### config.mk
export PLATFORM = sky130hd
export DESIGN_NAME = qac_capture
export DESIGN_NICKNAME = d
export VERILOG_FILES = /design/src/qac_pkg.sv /design/src/qac_capture.sv /design/src/qac_sync.sv
export SDC_FILE = /design/constraint.sdc
export NUM_CORES = 1
export LEC_CHECK = 0
export ABC_AREA = 1
export BUFFER_PORTS_ARGS = -buffer_cell sky130_fd_sc_hd__buf_4
export CAP_MARGIN = 10
export CORE_MARGIN = 2
export CORE_UTILIZATION = 24
export CTS_BUF_LIST = sky130_fd_sc_hd__clkbuf_2
export CTS_CLUSTER_SIZE = 24
export DETAILED_ROUTE_END_ITERATION = 7
export PLACE_DENSITY = 0.4
export SYNTH_ARGS = -nofsm -noshare
export SYNTH_HDL_FRONTEND = slang
export SYNTH_SLANG_ARGS = --single-unit
### constraint.sdc
create_clock -name clk_in -period 3.2 [get_ports clk_in]
set_input_delay 0 -clock clk_in [delete_from_list [all_inputs] [get_ports clk_in]]
set_output_delay 0 -clock clk_in [all_outputs]
set_load 0.1 [all_outputs]
### src/qac_pkg.sv
// shared constants and types for the quad converter capture block
package qac_pkg;
	// ----------------------------------------
	// link geometry
	// ----------------------------------------
	localparam int unsigned QAC_LANES      = 4;
	localparam int unsigned QAC_SAMPLE_W   = 24;
	localparam int unsigned QAC_WORD_W     = 32;
	localparam int unsigned QAC_CNT_W      = 5;
	localparam logic [4:0]  QAC_LAST_BIT   = 5'h17;
	localparam int unsigned QAC_SYNC_W     = 5;
	// ----------------------------------------
	// sample buffer layout (two halves, ping-pong)
	// ----------------------------------------
	localparam int unsigned QAC_BUF_WORDS  = 64;
	localparam int unsigned QAC_OFS_W      = 6;
	localparam int unsigned QAC_ADDR_W     = 7;
	localparam logic [5:0]  QAC_LAST_OFS   = 6'h3f;
	localparam logic [1:0]  QAC_LAST_LANE  = 2'h3;
	// ----------------------------------------
	// reset values
	// ----------------------------------------
	localparam logic [6:0]  QAC_ADDR_RST   = 7'h00;
	localparam logic [4:0]  QAC_CNT_RST    = 5'h00;

	typedef enum logic [1:0] {
		QAC_ST_WAIT_HIGH = 2'b00,
		QAC_ST_WAIT_LOW  = 2'b01
	} qac_phase_t;

	typedef logic [QAC_LANES-1:0][QAC_SAMPLE_W-1:0] qac_lane_words_t;

	// sign-extend a converter sample into a memory word
	function automatic logic [QAC_WORD_W-1:0] qac_widen(input logic [QAC_SAMPLE_W-1:0] s);
		qac_widen = {{(QAC_WORD_W - QAC_SAMPLE_W){s[QAC_SAMPLE_W-1]}}, s};
	endfunction
endpackage

### src/qac_capture.sv
// quad converter serial capture: sample, sort, widen, store, notify
//
// Overview of operation
// - a rising level on the returned clock arms capture, and the following low level takes data.
// - each capture reads all four data lanes at the same instant, one bit per lane.
// - interleaved lane bits are regrouped so each lane's bits sit side by side in its own word.
// - bits arrive most significant first, so the first bit ends in the top position.
// - after twenty-four captures a full sample for all four lanes is held.
// - every 24-bit sample is extended to a 32-bit word before it is stored.
// - each complete sample set becomes four word writes to consecutive buffer locations.
// - when the current buffer is completely filled, a processor event is raised.
// - capture never stops and moves on to the other buffer after each full one.
// - one configuration data line is driven to all four converters alike.
`timescale 1ns/10ps
module qac_capture (
	input  wire logic                             clk_in,                    // 25 MHz clock
	input  wire logic                             rst_n_in,                  // async reset
	input  wire logic                             returned_serial_clock_in,  // clock copy back
	input  wire logic                             converter_data_lane_one_in,   // lane 1 data
	input  wire logic                             converter_data_lane_two_in,   // lane 2 data
	input  wire logic                             converter_data_lane_three_in, // lane 3 data
	input  wire logic                             converter_data_lane_four_in,  // lane 4 data
	input  wire logic                             config_data_in,            // config bit
	output logic                                  config_data_line_out,      // shared config line
	output logic                                  mem_wr_en_out,             // word write strobe
	output logic      [qac_pkg::QAC_ADDR_W-1:0]   mem_wr_addr_out,           // word address
	output logic      [qac_pkg::QAC_WORD_W-1:0]   mem_wr_data_out,           // widened sample
	output logic                                  processor_event_path_out,  // buffer full pulse
	output logic                                  filled_buffer_out          // half just filled
);
	import qac_pkg::*;

	// ----------------------------------------
	// state
	// ----------------------------------------
	typedef struct packed {
		qac_phase_t            phase;
		logic [QAC_CNT_W-1:0]  bit_cnt;
		qac_lane_words_t       acc;
		qac_lane_words_t       hold;
		logic                  wr_busy;
		logic [1:0]            wr_lane;
		logic [QAC_ADDR_W-1:0] wr_addr;
		logic                  wr_en;
		logic [QAC_ADDR_W-1:0] wr_addr_out;
		logic [QAC_WORD_W-1:0] wr_data;
		logic                  evt;
		logic                  filled;
		logic                  cfg;
	} qac_state_t;

	// ----------------------------------------
	// reset contents
	// ----------------------------------------
	// accumulators and write position cleared
	localparam qac_state_t QAC_STATE_RST = '{
		phase       : QAC_ST_WAIT_HIGH,
		bit_cnt     : QAC_CNT_RST,
		acc         : '0,
		hold        : '0,
		wr_busy     : 1'b0,
		wr_lane     : 2'h0,
		wr_addr     : QAC_ADDR_RST,
		wr_en       : 1'b0,
		wr_addr_out : QAC_ADDR_RST,
		wr_data     : '0,
		evt         : 1'b0,
		filled      : 1'b0,
		cfg         : 1'b0
	};

	qac_state_t s_q;
	qac_state_t s_d;

	logic [QAC_SYNC_W-1:0] pins_raw;
	logic [QAC_SYNC_W-1:0] pins_sync;
	logic                  rclk_s;
	logic [QAC_LANES-1:0]  lanes_s;

	// ----------------------------------------
	// pin synchronisation
	// ----------------------------------------
	assign pins_raw = {returned_serial_clock_in,
	                   converter_data_lane_four_in,
	                   converter_data_lane_three_in,
	                   converter_data_lane_two_in,
	                   converter_data_lane_one_in};

	qac_sync u_sync (
		.clk_in   (clk_in),
		.rst_n_in (rst_n_in),
		.async_in (pins_raw),
		.sync_out (pins_sync)
	);

	assign rclk_s  = pins_sync[QAC_SYNC_W-1];
	assign lanes_s = pins_sync[QAC_LANES-1:0];

	// ----------------------------------------
	// helpers
	// ----------------------------------------
	// one capture shifted into every lane word
	function automatic qac_lane_words_t qac_shift_lanes(
		input qac_lane_words_t      words, // current lane words
		input logic [QAC_LANES-1:0] bits   // one bit per lane
	);
		qac_lane_words_t res;
		res = words;
		for (int i = 0; i < QAC_LANES; i++) begin
			// first bit climbs to the top
			res[i] = {words[i][QAC_SAMPLE_W-2:0], bits[i]};
		end
		return res;
	endfunction

	// last word of a buffer half
	function automatic logic qac_half_end(
		input logic [QAC_ADDR_W-1:0] addr // word address
	);
		return addr[QAC_OFS_W-1:0] == QAC_LAST_OFS;
	endfunction

	// address wraps from the top half to zero
	function automatic logic [QAC_ADDR_W-1:0] qac_next_addr(
		input logic [QAC_ADDR_W-1:0] addr // word address
	);
		return addr + 7'h01;
	endfunction

	// ----------------------------------------
	// next state
	// ----------------------------------------
	always_comb begin
		// ----------------------------------------
		// defaults and config line
		// ----------------------------------------
		s_d       = s_q;
		s_d.wr_en = 1'b0;
		s_d.evt   = 1'b0;
		s_d.cfg   = config_data_in;

		// ----------------------------------------
		// link phase and bit capture
		// ----------------------------------------
		// returned clock timing
		case (s_q.phase)
			QAC_ST_WAIT_HIGH: begin
				if (rclk_s) begin
					s_d.phase = QAC_ST_WAIT_LOW;
				end
			end
			QAC_ST_WAIT_LOW: begin
				if (!rclk_s) begin
					s_d.phase = QAC_ST_WAIT_HIGH;
					s_d.acc = qac_shift_lanes(s_q.acc, lanes_s);
					if (s_q.bit_cnt == QAC_LAST_BIT) begin
						s_d.bit_cnt = QAC_CNT_RST;
						s_d.hold    = s_d.acc;
						s_d.wr_busy = 1'b1;
						s_d.wr_lane = 2'h0;
					end else begin
						s_d.bit_cnt = s_q.bit_cnt + 5'h01;
					end
				end
			end
			default: begin
				s_d.phase = QAC_ST_WAIT_HIGH;
			end
		endcase

		// ----------------------------------------
		// word writer
		// ----------------------------------------
		// four consecutive word writes
		if (s_q.wr_busy) begin
			s_d.wr_en       = 1'b1;
			s_d.wr_addr_out = s_q.wr_addr;
			s_d.wr_data     = qac_widen(s_q.hold[s_q.wr_lane]);
			s_d.wr_addr     = qac_next_addr(s_q.wr_addr);
			s_d.wr_lane     = s_q.wr_lane + 2'h1;
			if (s_q.wr_lane == QAC_LAST_LANE) begin
				s_d.wr_busy = 1'b0;
			end
		end

		// ----------------------------------------
		// buffer event
		// ----------------------------------------
		// event with the last word of a half
		if (s_q.wr_busy && qac_half_end(s_q.wr_addr)) begin
			s_d.evt    = 1'b1;
			s_d.filled = s_q.wr_addr[QAC_ADDR_W-1];
		end
	end

	// ----------------------------------------
	// registers
	// ----------------------------------------
	always_ff @(posedge clk_in or negedge rst_n_in) begin
		if (!rst_n_in) begin
			s_q <= QAC_STATE_RST;
		end else begin
			s_q <= s_d;
		end
	end

	// ----------------------------------------
	// outputs
	// ----------------------------------------
	assign config_data_line_out     = s_q.cfg;
	assign mem_wr_en_out            = s_q.wr_en;
	assign mem_wr_addr_out          = s_q.wr_addr_out;
	assign mem_wr_data_out          = s_q.wr_data;
	assign processor_event_path_out = s_q.evt;
	assign filled_buffer_out        = s_q.filled;
endmodule // qac_capture

### src/qac_sync.sv
// two-flop synchroniser for the returned clock and data lanes
`timescale 1ns/10ps
module qac_sync (
	input  wire logic                            clk_in,   // system clock
	input  wire logic                            rst_n_in, // async reset, active low
	input  wire logic [qac_pkg::QAC_SYNC_W-1:0]  async_in, // raw pin levels
	output logic      [qac_pkg::QAC_SYNC_W-1:0]  sync_out  // synchronised levels
);
	import qac_pkg::*;

	typedef struct packed {
		logic [QAC_SYNC_W-1:0] meta;
		logic [QAC_SYNC_W-1:0] stable;
	} qac_sync_state_t;

	qac_sync_state_t s_q;
	qac_sync_state_t s_d;

	always_comb begin
		s_d        = s_q;
		s_d.meta   = async_in;
		s_d.stable = s_q.meta;
	end

	always_ff @(posedge clk_in or negedge rst_n_in) begin
		if (!rst_n_in) begin
			s_q <= '0;
		end else begin
			s_q <= s_d;
		end
	end

	assign sync_out = s_q.stable;
endmodule // qac_sync

# [Yosys cells after proc, flatten, opt, wreduce, memory -nomap -nowiden]
# Index checks and enable logic that the tools add are counted.
[op_classes] addsub=3 n_lt_le_gt_ge=1 n_eq_ne=7 mux=11 bitwise_logic=1 n_reduce_logical=8
[op_table] cell="$mux W202" n=1
[op_table] cell="$mux W99" n=1
[op_table] cell="$mux W50" n=1
[op_table] cell="$bmux W24 S2" n=1
[op_table] cell="$mux W24" n=1
[op_table] cell="$add A7 B1 Y7 const B" n=1
[op_table] cell="$eq A6 B6 Y1 const B" n=1
[op_table] cell="$reduce_and A3 Y1" n=2
[op_table] cell="$add A5 B1 Y5 const B" n=1
[op_table] cell="$eq A5 B5 Y1 const B" n=1
[op_table] cell="$mux W5" n=1
[op_table] cell="$mux W2" n=2
[op_table] cell="$ne A2 B2 Y1 const B" n=2
[op_table] cell="$pmux W2 S2" n=1
[op_table] cell="$reduce_and A2 Y1" n=2
[op_table] cell="$reduce_bool A2 Y1" n=2
[op_table] cell="$lt A2 B3 Y1 const B" n=1
[op_table] cell="$mux W3" n=1
[op_table] cell="$add A2 B1 Y2 const B" n=1
[op_table] cell="$eq A2 B1 Y1 const B" n=1
[op_table] cell="$eq A2 B2 Y1 const B" n=1
[op_table] cell="$logic_not A2 Y1" n=1
[op_table] cell="$ne A2 B1 Y1 const B" n=1
[op_table] cell="$logic_and A1 B1 Y1" n=1
[op_table] cell="other kinds (2)" n=2
[totals] regBits=254 inputBits=8 output_inout_bits=43 wordCells=52

# [Depth between registers and ports, before layout]
# Gate-level depths: netlist of run 1.
[depth] ltp_word=6 ltp_mapped=9 ltp_nobuf=7

# [Cells and area by module]
# Synthesis of run 1 repeated with hierarchy kept, for this count alone.
[hier_totals] hier_cells=1251 area_unflattened_um2=10960.5
[modules_own_cells] module="qac_capture" instances=1 cells_per_inst=1241 area_each_um2=10710.3 seq_area_each_um2=5980.7
[modules_own_cells] module="qac_sync" instances=1 cells_per_inst=10 area_each_um2=250.2 seq_area_each_um2=250.2

# [Worst setup path after synthesis of run 1]
# No wires, ideal clock.
[synth_path] path_kind="reg-to-reg" startpoint="register s_q[245] in the netlist's numbering" endpoint="register s_q[63] in the netlist's numbering" setup_time_ps=117 arrival_ps=1292 t_required_ps=3083 path_slack_ps=1790 path_stages_with_launch=9 path_buffers=2 synth_period_minus_slack_ps=1410 path_cell_list="dfrtp_1 ha_1 nand2_2 nor2_8 nand2_4 buf_6 buf_6 nand2_2 o21ai_2"
[synth_between] elab_chain_len=2
[synth_lines] element="start: declaration" line_no="qac_capture.sv:72" text="qac_state_t s_q;"
[synth_lines] element="start signal: assignment" line_no="qac_capture.sv:201" text="s_q <= QAC_STATE_RST;"
[synth_lines] element="start signal: assignment" line_no="qac_capture.sv:203" text="s_q <= s_d;"
[synth_lines] element="$eq A5 B5 Y1" line_no="qac_capture.sv:156" text="if (s_q.bit_cnt == QAC_LAST_BIT) begin"
[synth_lines] element="$reduce_and A3 Y1 (no line)"
# No other way between the ends.
# A chain may end at the register's enable or synchronous reset.

# [Final worst setup path of run 1]
[layout_path] startpoint="register u_sync.s_q, in the netlist u_sync.sync_out[4]" endpoint="register s_q[55] in the netlist's numbering"
[layout_between] elab_chain_len=2
[layout_lines] element="start: declaration" line_no="qac_sync.sv:16" text="qac_sync_state_t s_q;"
[layout_lines] element="start signal: assignment" line_no="qac_sync.sv:27" text="s_q <= '0;"
[layout_lines] element="start signal: assignment" line_no="qac_sync.sv:29" text="s_q <= s_d;"
[layout_lines] element="$not A1 Y1 (no line)"
[layout_lines] element="$reduce_and A3 Y1 (no line)"
# No other way between the ends.

==> flow_summary_export.csv, run 1 <==
group,metric,value,unit
outcome,status,"finished, final reports clean",
route,wl_per_cell,12.8,um
final_layout,nets,1311,
synthesis,syn_avg_cell_area,8.64,um2
route,drc,0,
clock_network,path_clk_slew,0.11,ns
route,vias_per_cell,3.94,
final_layout,area_delta_synth_final,13.1,%
route,drtPass1Iterations,5,
synthesis,synth_seq_cells,249,
job,maxCapViolCount,0,
place,io_buffers,50,
place,gp_congestion,0.679,
worst_setup_path,worst-path-buf-inv,2,
clock_network,numCtsBuffers,74,
sta,hold_viol,0,
worst_setup_path,setup.worst_path.class,"flop to flop",
die,start_util,24.4,%
die,dieHeight,216,um
route,drt_iter0_markers,427,
sta,slew_headroom,41.1,%
worst_setup_path,end_kind,"flop",
die,dieArea,46600,um2
worst_setup_path,crit_path_top_delay_cell,"buf_4",
worst_setup_path,critPathTopFamily,"simple AND/OR/NAND/NOR gates",
die,io-pin-count,51,
sta,setup-violations-final,0,
synthesis,synth-edff-count,0,
clock_network,clock_tree.root_cell,"clkbuf_2",
synthesis,postSynthCellCount,1247,
clock_network,cts_hold_repair.buffers,14,
final_layout,drive_gt1_share,16.5,%
grt,grt_max_degree,106,
synthesis,synthesis.area,10800,um2
synthesis,synth-main-ff-cell,"dfrtp_1",
clock_network,clock_latency,0.86,ns
power_and_ir_drop,p_per_area,729,nW/um2
clock_network,cts_buffer_depth,3,
place,hpwlAfterDp,14700,um
synthesis,synth_nets,1258,
die,fp.dieW,216,um
hold_path,min_path_type,"flop to flop",
synthesis,synth_async_sr_flop_share,100,%
sta,period_minus_slack,2.09,ns
power_and_ir_drop,total_power,8.89,mW
clock_network,post_cts_buffers,0,
worst_setup_path,critPathLaunchType,"flop",
sta,worst_pin_slew,0.884,ns
grt,gr-total-overflow,0,
sta,post-route-period-util,65.2,%
place,placed_area,11400,um2
die,core,44200,um2
worst_setup_path,cp_max_fo,91,
final_layout,finalInstanceArea,12200,um2
sta,rsz0062_at_grt,"no",
sta,clock.fmax,0.480,GHz
route,finalWirelength,24900,um
synthesis,yosysWarnings,0,
route,num_vias,7649,
die,rows,77,
power_and_ir_drop,leakage,5.98,nW
sta,fin_skew,0.0584,ns
synthesis,yosysUniqueCellTypes,24,
clock_network,tritoncts,"yes",
power_and_ir_drop,peakVddDrop,380,uV
worst_setup_path,critical_path_arrival,2.82,ns
clock_network,clkSinkCount,249,
grt,grt_pass1_wl,41600,um
sta,setup_tns,0,ns
route,antenna_left,0,
worst_setup_path,path_cells,"inv_1 > nand2_4 > nor2_8 > nand2_8 > buf_4 > nand2_1 > o21ai_2",
grt,grt_usage,11.2,%
worst_setup_path,critPathMaxStageDelay,0.41,ns
synthesis,ys_seq_area_share,57.8,%
grt,antenna_found_initial,1,
worst_setup_path,crit_required,3.93,ns
clock_network,cts_resized,0,
sta,report.final.slew_viol_count,0,
clock_network,cts.htree.levels,3,
grt,grt_pass1_vias,7831,
==> routing by layer <==
metal  wire length, um  vias up  track usage [%]
met1             11600     3569             13.9
met3              1200       40             3.00
met2             11500      133             18.2
li1                  -     3907                -
met5                 0        -                0
met4               525        0             5.08
==> registers in the layout (all words and copies together), names as in the netlist <==
register                  count
s_q                         204
mem_wr_data_out              24
mem_wr_addr_out               7
u_sync.s_d                    5
u_sync.sync_out               5
config_data_line_out          1
filled_buffer_out             1
mem_wr_en_out                 1
processor_event_path_out      1
==> synth_stat cells, types with 2 or more instances <==
| cell type | number | area (um2) |
|---|---|---|
| buf_1 | 3 | 11.3 |
| buf_2 | 18 | 90.1 |
| buf_4 | 39 | 293 |
| buf_6 | 13 | 146 |
| clkbuf_1 | 30 | 113 |
| dfrtp_1 | 249 | 6230 |
| ha_1 | 3 | 37.5 |
| inv_1 | 202 | 758 |
| nand2_1 | 413 | 1550 |
| nand2_2 | 12 | 75.1 |
| nand3_1 | 58 | 290 |
| nand4_1 | 4 | 25.0 |
| nor2_1 | 2 | 7.51 |
| o21ai_0 | 108 | 541 |
| o21ai_1 | 60 | 300 |
| o21ai_2 | 23 | 201 |
| xnor2_1 | 2 | 17.5 |
| xor2_1 | 2 | 17.5 |
==> area by class of cell <==
class	instances	area (um2)
Tap cell	592	741
Timing Repair Buffer	80	681
Sequential cell	249	6230
Multi-Input combinational cell	692	3140
Clock buffer	111	556
Fill cell	4895	32000
Antenna cell	1	2.50
Inverter	203	762
Clock inverter	12	72.6
==> cells in the final DEF (no fill, tap or decap), types with 2 or more instances in the layout <==
master / Yosys / routed
buf_12: 0 / 3
ha_1: 3 / 3
o21ai_1: 60 / 60
nand4_1: 4 / 4
o21ai_0: 108 / 108
nand2_1: 413 / 413
dlygate4sd3_1: 0 / 14
o21ai_2: 23 / 23
xnor2_1: 2 / 2
clkbuf_2: 0 / 111
inv_1: 202 / 202
xor2_1: 2 / 2
dfrtp_1: 249 / 248
clkinv_1: 0 / 8
buf_4: 39 / 62
nand3_1: 58 / 58
nand2_2: 12 / 11
nor2_1: 2 / 2
inv_2: 1 / 3
==> final timing paths <==
kind | from | to | slack [ns] | depth (start not counted)
min in group asynchronous | rst_n_in | mem_wr_data_out[3] | 0.34 | 3
min reg2reg | u_sync.s_d[1] | u_sync.sync_out[1] | 0.33 | 0
min | u_sync.s_d[1] | u_sync.sync_out[1] | 0.33 | 0
max in group asynchronous | rst_n_in | s_q[212] | 1.98 | 4
max reg2reg | u_sync.sync_out[4] | s_q[55] | 1.11 | 7
max | u_sync.sync_out[4] | s_q[55] | 1.11 | 7
==> where the power goes <==
part / internal (mW) / switching [mW]
registers: 3.53 / 0.328
logic: 0.655 / 2.02
clock network: 0.985 / 1.38
total: 5.16 / 3.72
==> metrics by stage <==
| step | hold slack [ns] | utilization, % | setup WS, ns | std cells |
|---|---|---|---|---|
| floorplan | -0.296 | - | 1.79 | 1247 |
| global placement | 0.111 | 25.8 | 1.08 | 1802 |
| detailed placement | 0.111 | 25.8 | 1.07 | 1802 |
| CTS | 0.135 | 27.6 | 1.04 | 1939 |
| global route | 0.239 | 27.6 | 0.896 | 1940 |
| finish | 0.333 | 27.6 | 1.11 | 1940 |
==> logic make-up after synthesis <==
kind of cell | Yosys count | synth area share (%)
AO/OA/AOI/OAI | 192 | 9.72
XOR/XNOR | 4 | 0.325
buffers and inverters | 306 | 13.1
adder cells (fa/ha/maj) | 3 | 0.348
multiplexers | 1 | 0.209
AND/OR/NAND/NOR | 492 | 18.4
flip-flops | 249 | 57.8
No activity file was read; power rests on OpenSTA's default activity.
==> inputs of run 2 (changes only) <==
==> constraint.sdc (replaced) <==
create_clock -name clk_in -period 2.2 [get_ports clk_in]
set_input_delay 0 -clock clk_in [delete_from_list [all_inputs] [get_ports clk_in]]
set_output_delay 0 -clock clk_in [all_outputs]
set_load 0.1 [all_outputs]
==> flow_summary_export.csv, run 2 (same netlist as run 1, synthesis figures left out) <==
group,metric,value,unit
outcome,status,"finished, final reports clean",
worst_setup_path,worst-path-buf-inv,1,
worst_setup_path,crit_path_top_delay_cell,"dfrtp_1",
sta,rsz0062_at_grt,"no",
sta,clock.fmax,0.572,GHz
worst_setup_path,critPathMaxStageDelay,0.40,ns
final_layout,fin_cells,1942,
die,start_util,24.4,%
route,finalWirelength,25400,um
grt,gr-total-overflow,0,
route,wl_per_cell,13.1,um
final_layout,area_delta_synth_final,14.3,%
die,core,44200,um2
worst_setup_path,end_kind,"flop",
grt,grt_pass1_wl,42500,um
clock_network,tritoncts,"yes",
die,dieHeight,216,um
sta,fin_skew,0.0612,ns
sta,slew_headroom,44.1,%
power_and_ir_drop,peakVddDrop,521,uV
clock_network,numCtsBuffers,71,
route,antenna_left,0,
worst_setup_path,critical_path_arrival,2.47,ns
final_layout,largest_register_ffs,204,
power_and_ir_drop,leakage,6.02,nW
clock_network,cts_resized,0,
route,num_vias,7696,
grt,antenna_found_initial,1,
place,dp_slack,0.446,ns
worst_setup_path,critPathLaunchType,"flop",
worst_setup_path,critPathTopFamily,"simple AND/OR/NAND/NOR gates",
worst_setup_path,setup.worst_path.class,"flop to flop",
place,placed_area,11500,um2
power_and_ir_drop,p_per_area,1050,nW/um2
route,vias_per_cell,3.96,
final_layout,final_common_cell,"nand2_1",
route,drtPass1Iterations,4,
grt,grt_usage,11.5,%
clock_network,cts_buffer_depth,3,
final_layout,final.fill_count,4832,
hold_path,min_path_type,"input port to async pin",
sta,worst_pin_slew,0.838,ns
worst_setup_path,crit_required,2.92,ns
clock_network,cts.htree.levels,3,
final_layout,mostFrequentLayoutCells,"413 x nand2_1, 248 x dfrtp_1, 202 x inv_1",
final_layout,finalInstanceArea,12300,um2
place,io_buffers,50,
power_and_ir_drop,total_power,12.9,mW
final_layout,largest-register,"s_q",
grt,grt_max_degree,110,
clock_network,clkSinkCount,249,
sta,period_minus_slack,1.75,ns
place,dp_cells,1805,
sta,hold_viol,0,
final_layout,drive_gt1_share,16.5,%
grt,grt_pass1_vias,8090,
route,drt_iter0_markers,302,
die,dieArea,46600,um2
sta,report.final.slew_viol_count,0,
sta,setup-violations-final,0,
worst_setup_path,path_cells,"ha_1 > nand2_2 > nor2_8 > nand2_8 > buf_12 > nand2_1 > o21ai_1",
place,gp_congestion,0.676,
die,io-pin-count,51,
final_layout,nets,1312,
clock_network,clock_latency,0.88,ns
clock_network,clock_tree.root_cell,"clkbuf_2",
sta,fin_ws,0.452,ns
job,maxCapViolCount,0,
final_layout,final_core_util,27.9,%
die,fp.dieW,216,um
sta,post-route-period-util,79.5,%
sta,whs,0.326,ns
worst_setup_path,cp_max_fo,54,
clock_network,path_clk_slew,0.09,ns
sta,setup_tns,0,ns
place,hpwlAfterDp,15200,um
die,rows,77,
route,drc,0,
## run 2: cell types whose count changed in the layout (fill, tap and decap cells not counted), sizes merged
cell      previous run  this run
clkinvlp             0         1
clkinv               9        12
buf                 66        70
clkbuf             111       105
## run 2: worst paths after layout
| check | from | to | slack [ns] | cells past startpoint |
|---|---|---|---|---|
| setup / recovery | s_q[245] | s_q[88] | 0.45 | 7 |
| hold / removal | rst_n_in | s_q[101] | 0.33 | 4 |
| setup reg to reg | s_q[245] | s_q[88] | 0.45 | 7 |
| hold reg to reg | u_sync.s_d[2] | u_sync.sync_out[2] | 0.36 | 0 |
| max in group asynchronous | rst_n_in | s_q[50] | 1.49 | 4 |
| min in group clk_in | converter_data_lane_three_in | u_sync.s_d[2] | 0.33 | 3 |
## run 2: cell type report
type                       count  area, um2  share of cell area (%)
timing repair buffer          84        818                    6.64
multi-input combinational    692       3140                    25.5
clock buffer                 105        526                    4.27
clock inverter                16       96.3                   0.782
tap                          592        741                    6.01
inverter                     203        762                    6.19
antenna                        1       2.50                  0.0203
sequential                   249       6230                    50.6
## run 2: what timing repair did
item	in CTS	in global routing
endpoints found under the setup margin	0	0
hold endpoints to repair	255	0
hold buffers	15	0
setup buffers	0	0
## run 2: metal layers
layer  vias up  routed length [um]  GRT usage [%]
met5         -                   0              0
met4         0                 561           5.26
met3        48                1170           2.99
met2       129               11900           18.6
met1      3608               11700           14.4
li1       3911                   -              -
## run 2: where the power goes
part / internal [mW] / switching [mW]
Combinational: 1.01 / 3.06
Sequential: 5.13 / 0.356
Clock: 1.38 / 2.00
Total: 7.52 / 5.42
## run 2: tightest hold or removal path: stages
cell           delay [ns]
dlygate4sd3_1        0.53
dlygate4sd3_1        0.58
buf_8                0.20
buf_12               0.25
==> inputs of run 3 (changes only) <==
==> constraint.sdc (replaced) <==
create_clock -name clk_in -period 1.77 [get_ports clk_in]
set_input_delay 0 -clock clk_in [delete_from_list [all_inputs] [get_ports clk_in]]
set_output_delay 0 -clock clk_in [all_outputs]
set_load 0.1 [all_outputs]
==> flow_summary_export.csv, run 3 (same netlist as run 1, synthesis figures left out) <==
group,metric,value,unit
outcome,status,"finished, final reports clean",
clock_network,clkSinkCount,249,
clock_network,clock_tree.root_cell,"clkbuf_2",
die,core,44200,um2
worst_setup_path,path_cells,"buf_4",
route,drc,0,
sta,period_minus_slack,1.65,ns
clock_network,post_cts_buffers,0,
sta,slew_headroom,71.2,%
clock_network,cts_buffer_depth,3,
final_layout,final.fill_count,4814,
die,fp.dieW,216,um
final_layout,final_common_cell,"nand2_1",
power_and_ir_drop,swShare,41.3,%
clock_network,tritoncts,"yes",
route,drt_iter0_markers,444,
hold_path,min_path_type,"input port to async pin",
grt,grt_pass1_vias,8033,
power_and_ir_drop,pwr-share-comb,31.2,%
power_and_ir_drop,p_clk_share,27.2,%
clock_network,cts.htree.levels,3,
final_layout,area_delta_synth_final,15.4,%
route,finalWirelength,24400,um
route,wl_per_cell,12.5,um
worst_setup_path,worst-path-buf-inv,1,
route,antenna_left,0,
final_layout,drive_gt1_share,17.0,%
worst_setup_path,cp_max_fo,10,
sta,fin_ws,0.123,ns
place,gp_congestion,0.693,
worst_setup_path,crit_path_top_delay_cell,"dfrtp_1",
place,hpwlAfterDp,14900,um
grt,grt_pass1_wl,41700,um
die,dieHeight,216,um
clock_network,clock_latency,0.88,ns
worst_setup_path,critPathMaxStageDelay,0.50,ns
worst_setup_path,cp.depth,1,
job,maxCapViolCount,0,
clock_network,path_clk_slew,0.10,ns
power_and_ir_drop,seqPwrFrac,41.6,%
sta,post-route-period-util,93.0,%
worst_setup_path,critical_path_arrival,1.65,ns
sta,clock.fmax,0.607,GHz
die,dieArea,46600,um2
worst_setup_path,r2r_slack,0.20,ns
final_layout,mostFrequentLayoutCells,"413 x nand2_1, 248 x dfrtp_1, 202 x inv_1",
power_and_ir_drop,p_per_area,1320,nW/um2
route,num_vias,7629,
clock_network,cts_resized,0,
worst_setup_path,r2r_cells,7,
worst_setup_path,critPathLaunchType,"flop",
worst_setup_path,critPathLaunch,"mem_wr_data_out[23]",
route,drtPass1Iterations,4,
worst_setup_path,r2r-start,"s_q[246]",
grt,gr-total-overflow,0,
place,io_buffers,50,
sta,report.final.slew_viol_count,0,
final_layout,largest_register_ffs,204,
final_layout,fin_cells,1956,
sta,whs,0.186,ns
die,start_util,24.4,%
worst_setup_path,setup.worst_path.class,"flop to output pin",
power_and_ir_drop,leakage,6.09,nW
worst_setup_path,end_kind,"output pin",
place,dp_slack,0.184,ns
power_and_ir_drop,p_switching,6.75,mW
die,rows,77,
place,dp_cells,1811,
sta,fin_skew,0.0819,ns
worst_setup_path,critPathTopFamily,"flip-flops",
sta,rsz0062_at_grt,"yes",
power_and_ir_drop,intPower,9.61,mW
final_layout,nets,1319,
route,vias_per_cell,3.90,
power_and_ir_drop,peakVddDrop,670,uV
sta,worst_pin_slew,0.431,ns
sta,hold_viol,0,
grt,grt_max_degree,90,
grt,antenna_found_initial,1,
worst_setup_path,crit_end,"mem_wr_data_out[27]",
worst_setup_path,crit_required,1.77,ns
final_layout,largest-register,"s_q",
clock_network,numCtsBuffers,72,
die,io-pin-count,51,
worst_setup_path,reg2reg_to,"s_q[94]",
grt,grt_usage,11.1,%
sta,setup-violations-final,0,
final_layout,final_core_util,28.1,%
==> run 3: changes by cell type in the layout (fill, tap and decap cells not counted) <==
cell,before,now
buf_4,58,63
inv_2,3,1
buf_12,10,11
bufinv_16,1,2
clkbuf_2,105,110
clkinv_4,1,0
clkinvlp_4,1,2
clkinv_1,10,14
==> run 3: what timing repair did <==
item                       in CTS  in global routing
setup endpoints to repair       9                  9
hold endpoints to repair      255                  0
hold buffers                   15                  0
==> run 3: how the worst min path moves through the flow <==
| stage | start | to | slack (ns) |
|---|---|---|---|
| 2_1_floorplan | rst_n_in | config_data_line_out | -0.30 |
| 3_3_place_gp | rst_n_in | u_sync.s_d[2] | -0.07 |
| 3_5_place_dp | rst_n_in | u_sync.s_d[2] | -0.07 |
| 4_1_cts | rst_n_in | s_q[179] | 0.08 |
| 5_1_grt | rst_n_in | mem_wr_data_out[3] | 0.12 |
| 6_report | rst_n_in | mem_wr_data_out[3] | 0.19 |
==> run 3: power by group through the flow <==
stage          Clock [mW]  Sequential [mW]  Combinational [mW]
2_1_floorplan           0             6.87                3.92
3_3_place_gp            0             6.92                5.20
3_5_place_dp            0             6.93                5.22
4_1_cts              4.77             6.82                5.26
5_1_grt              5.10             6.90                5.69
6_report             4.45             6.81                5.11
==> run 3: stage by stage <==
step	TNS (ns)	area, um2	power, mW
CTS	-0.307	12400	16.8
floorplan	0	10800	10.8
finish	0	12400	16.4
global placement	0	11600	12.1
global route	-0.479	12400	17.7
detailed placement	0	11600	12.1
==> run 3: final cells by class <==
type,instances,area (um2),area share [%]
multi-input combinational,692,3140,25.3
antenna,1,2.50,0.0201
clock buffer,110,551,4.43
inverter,203,762,6.13
clock inverter,19,133,1.07
sequential,249,6230,50.1
timing repair buffer,90,876,7.04
tap,592,741,5.96
==> run 3: worst register-to-register path: cells and delay by family (launching register included) <==
family                     cells  cell delay, ns
and+or+nand+nor                4            0.55
DFF                            1            0.39
adders and majority gates      1            0.22
buffers and inverters          1            0.22
AOI/OAI and AO/OA              1            0.05
==> run 3: routing by layer <==
metal / GRT usage, % / routed length [um] / vias to the layer above
met1: 14.0 / 11500 / 3526
met5: 0 / 0 / -
met3: 2.73 / 1170 / 51
li1: - / - / 3933
met2: 18.0 / 11200 / 119
met4: 5.03 / 609 / 0
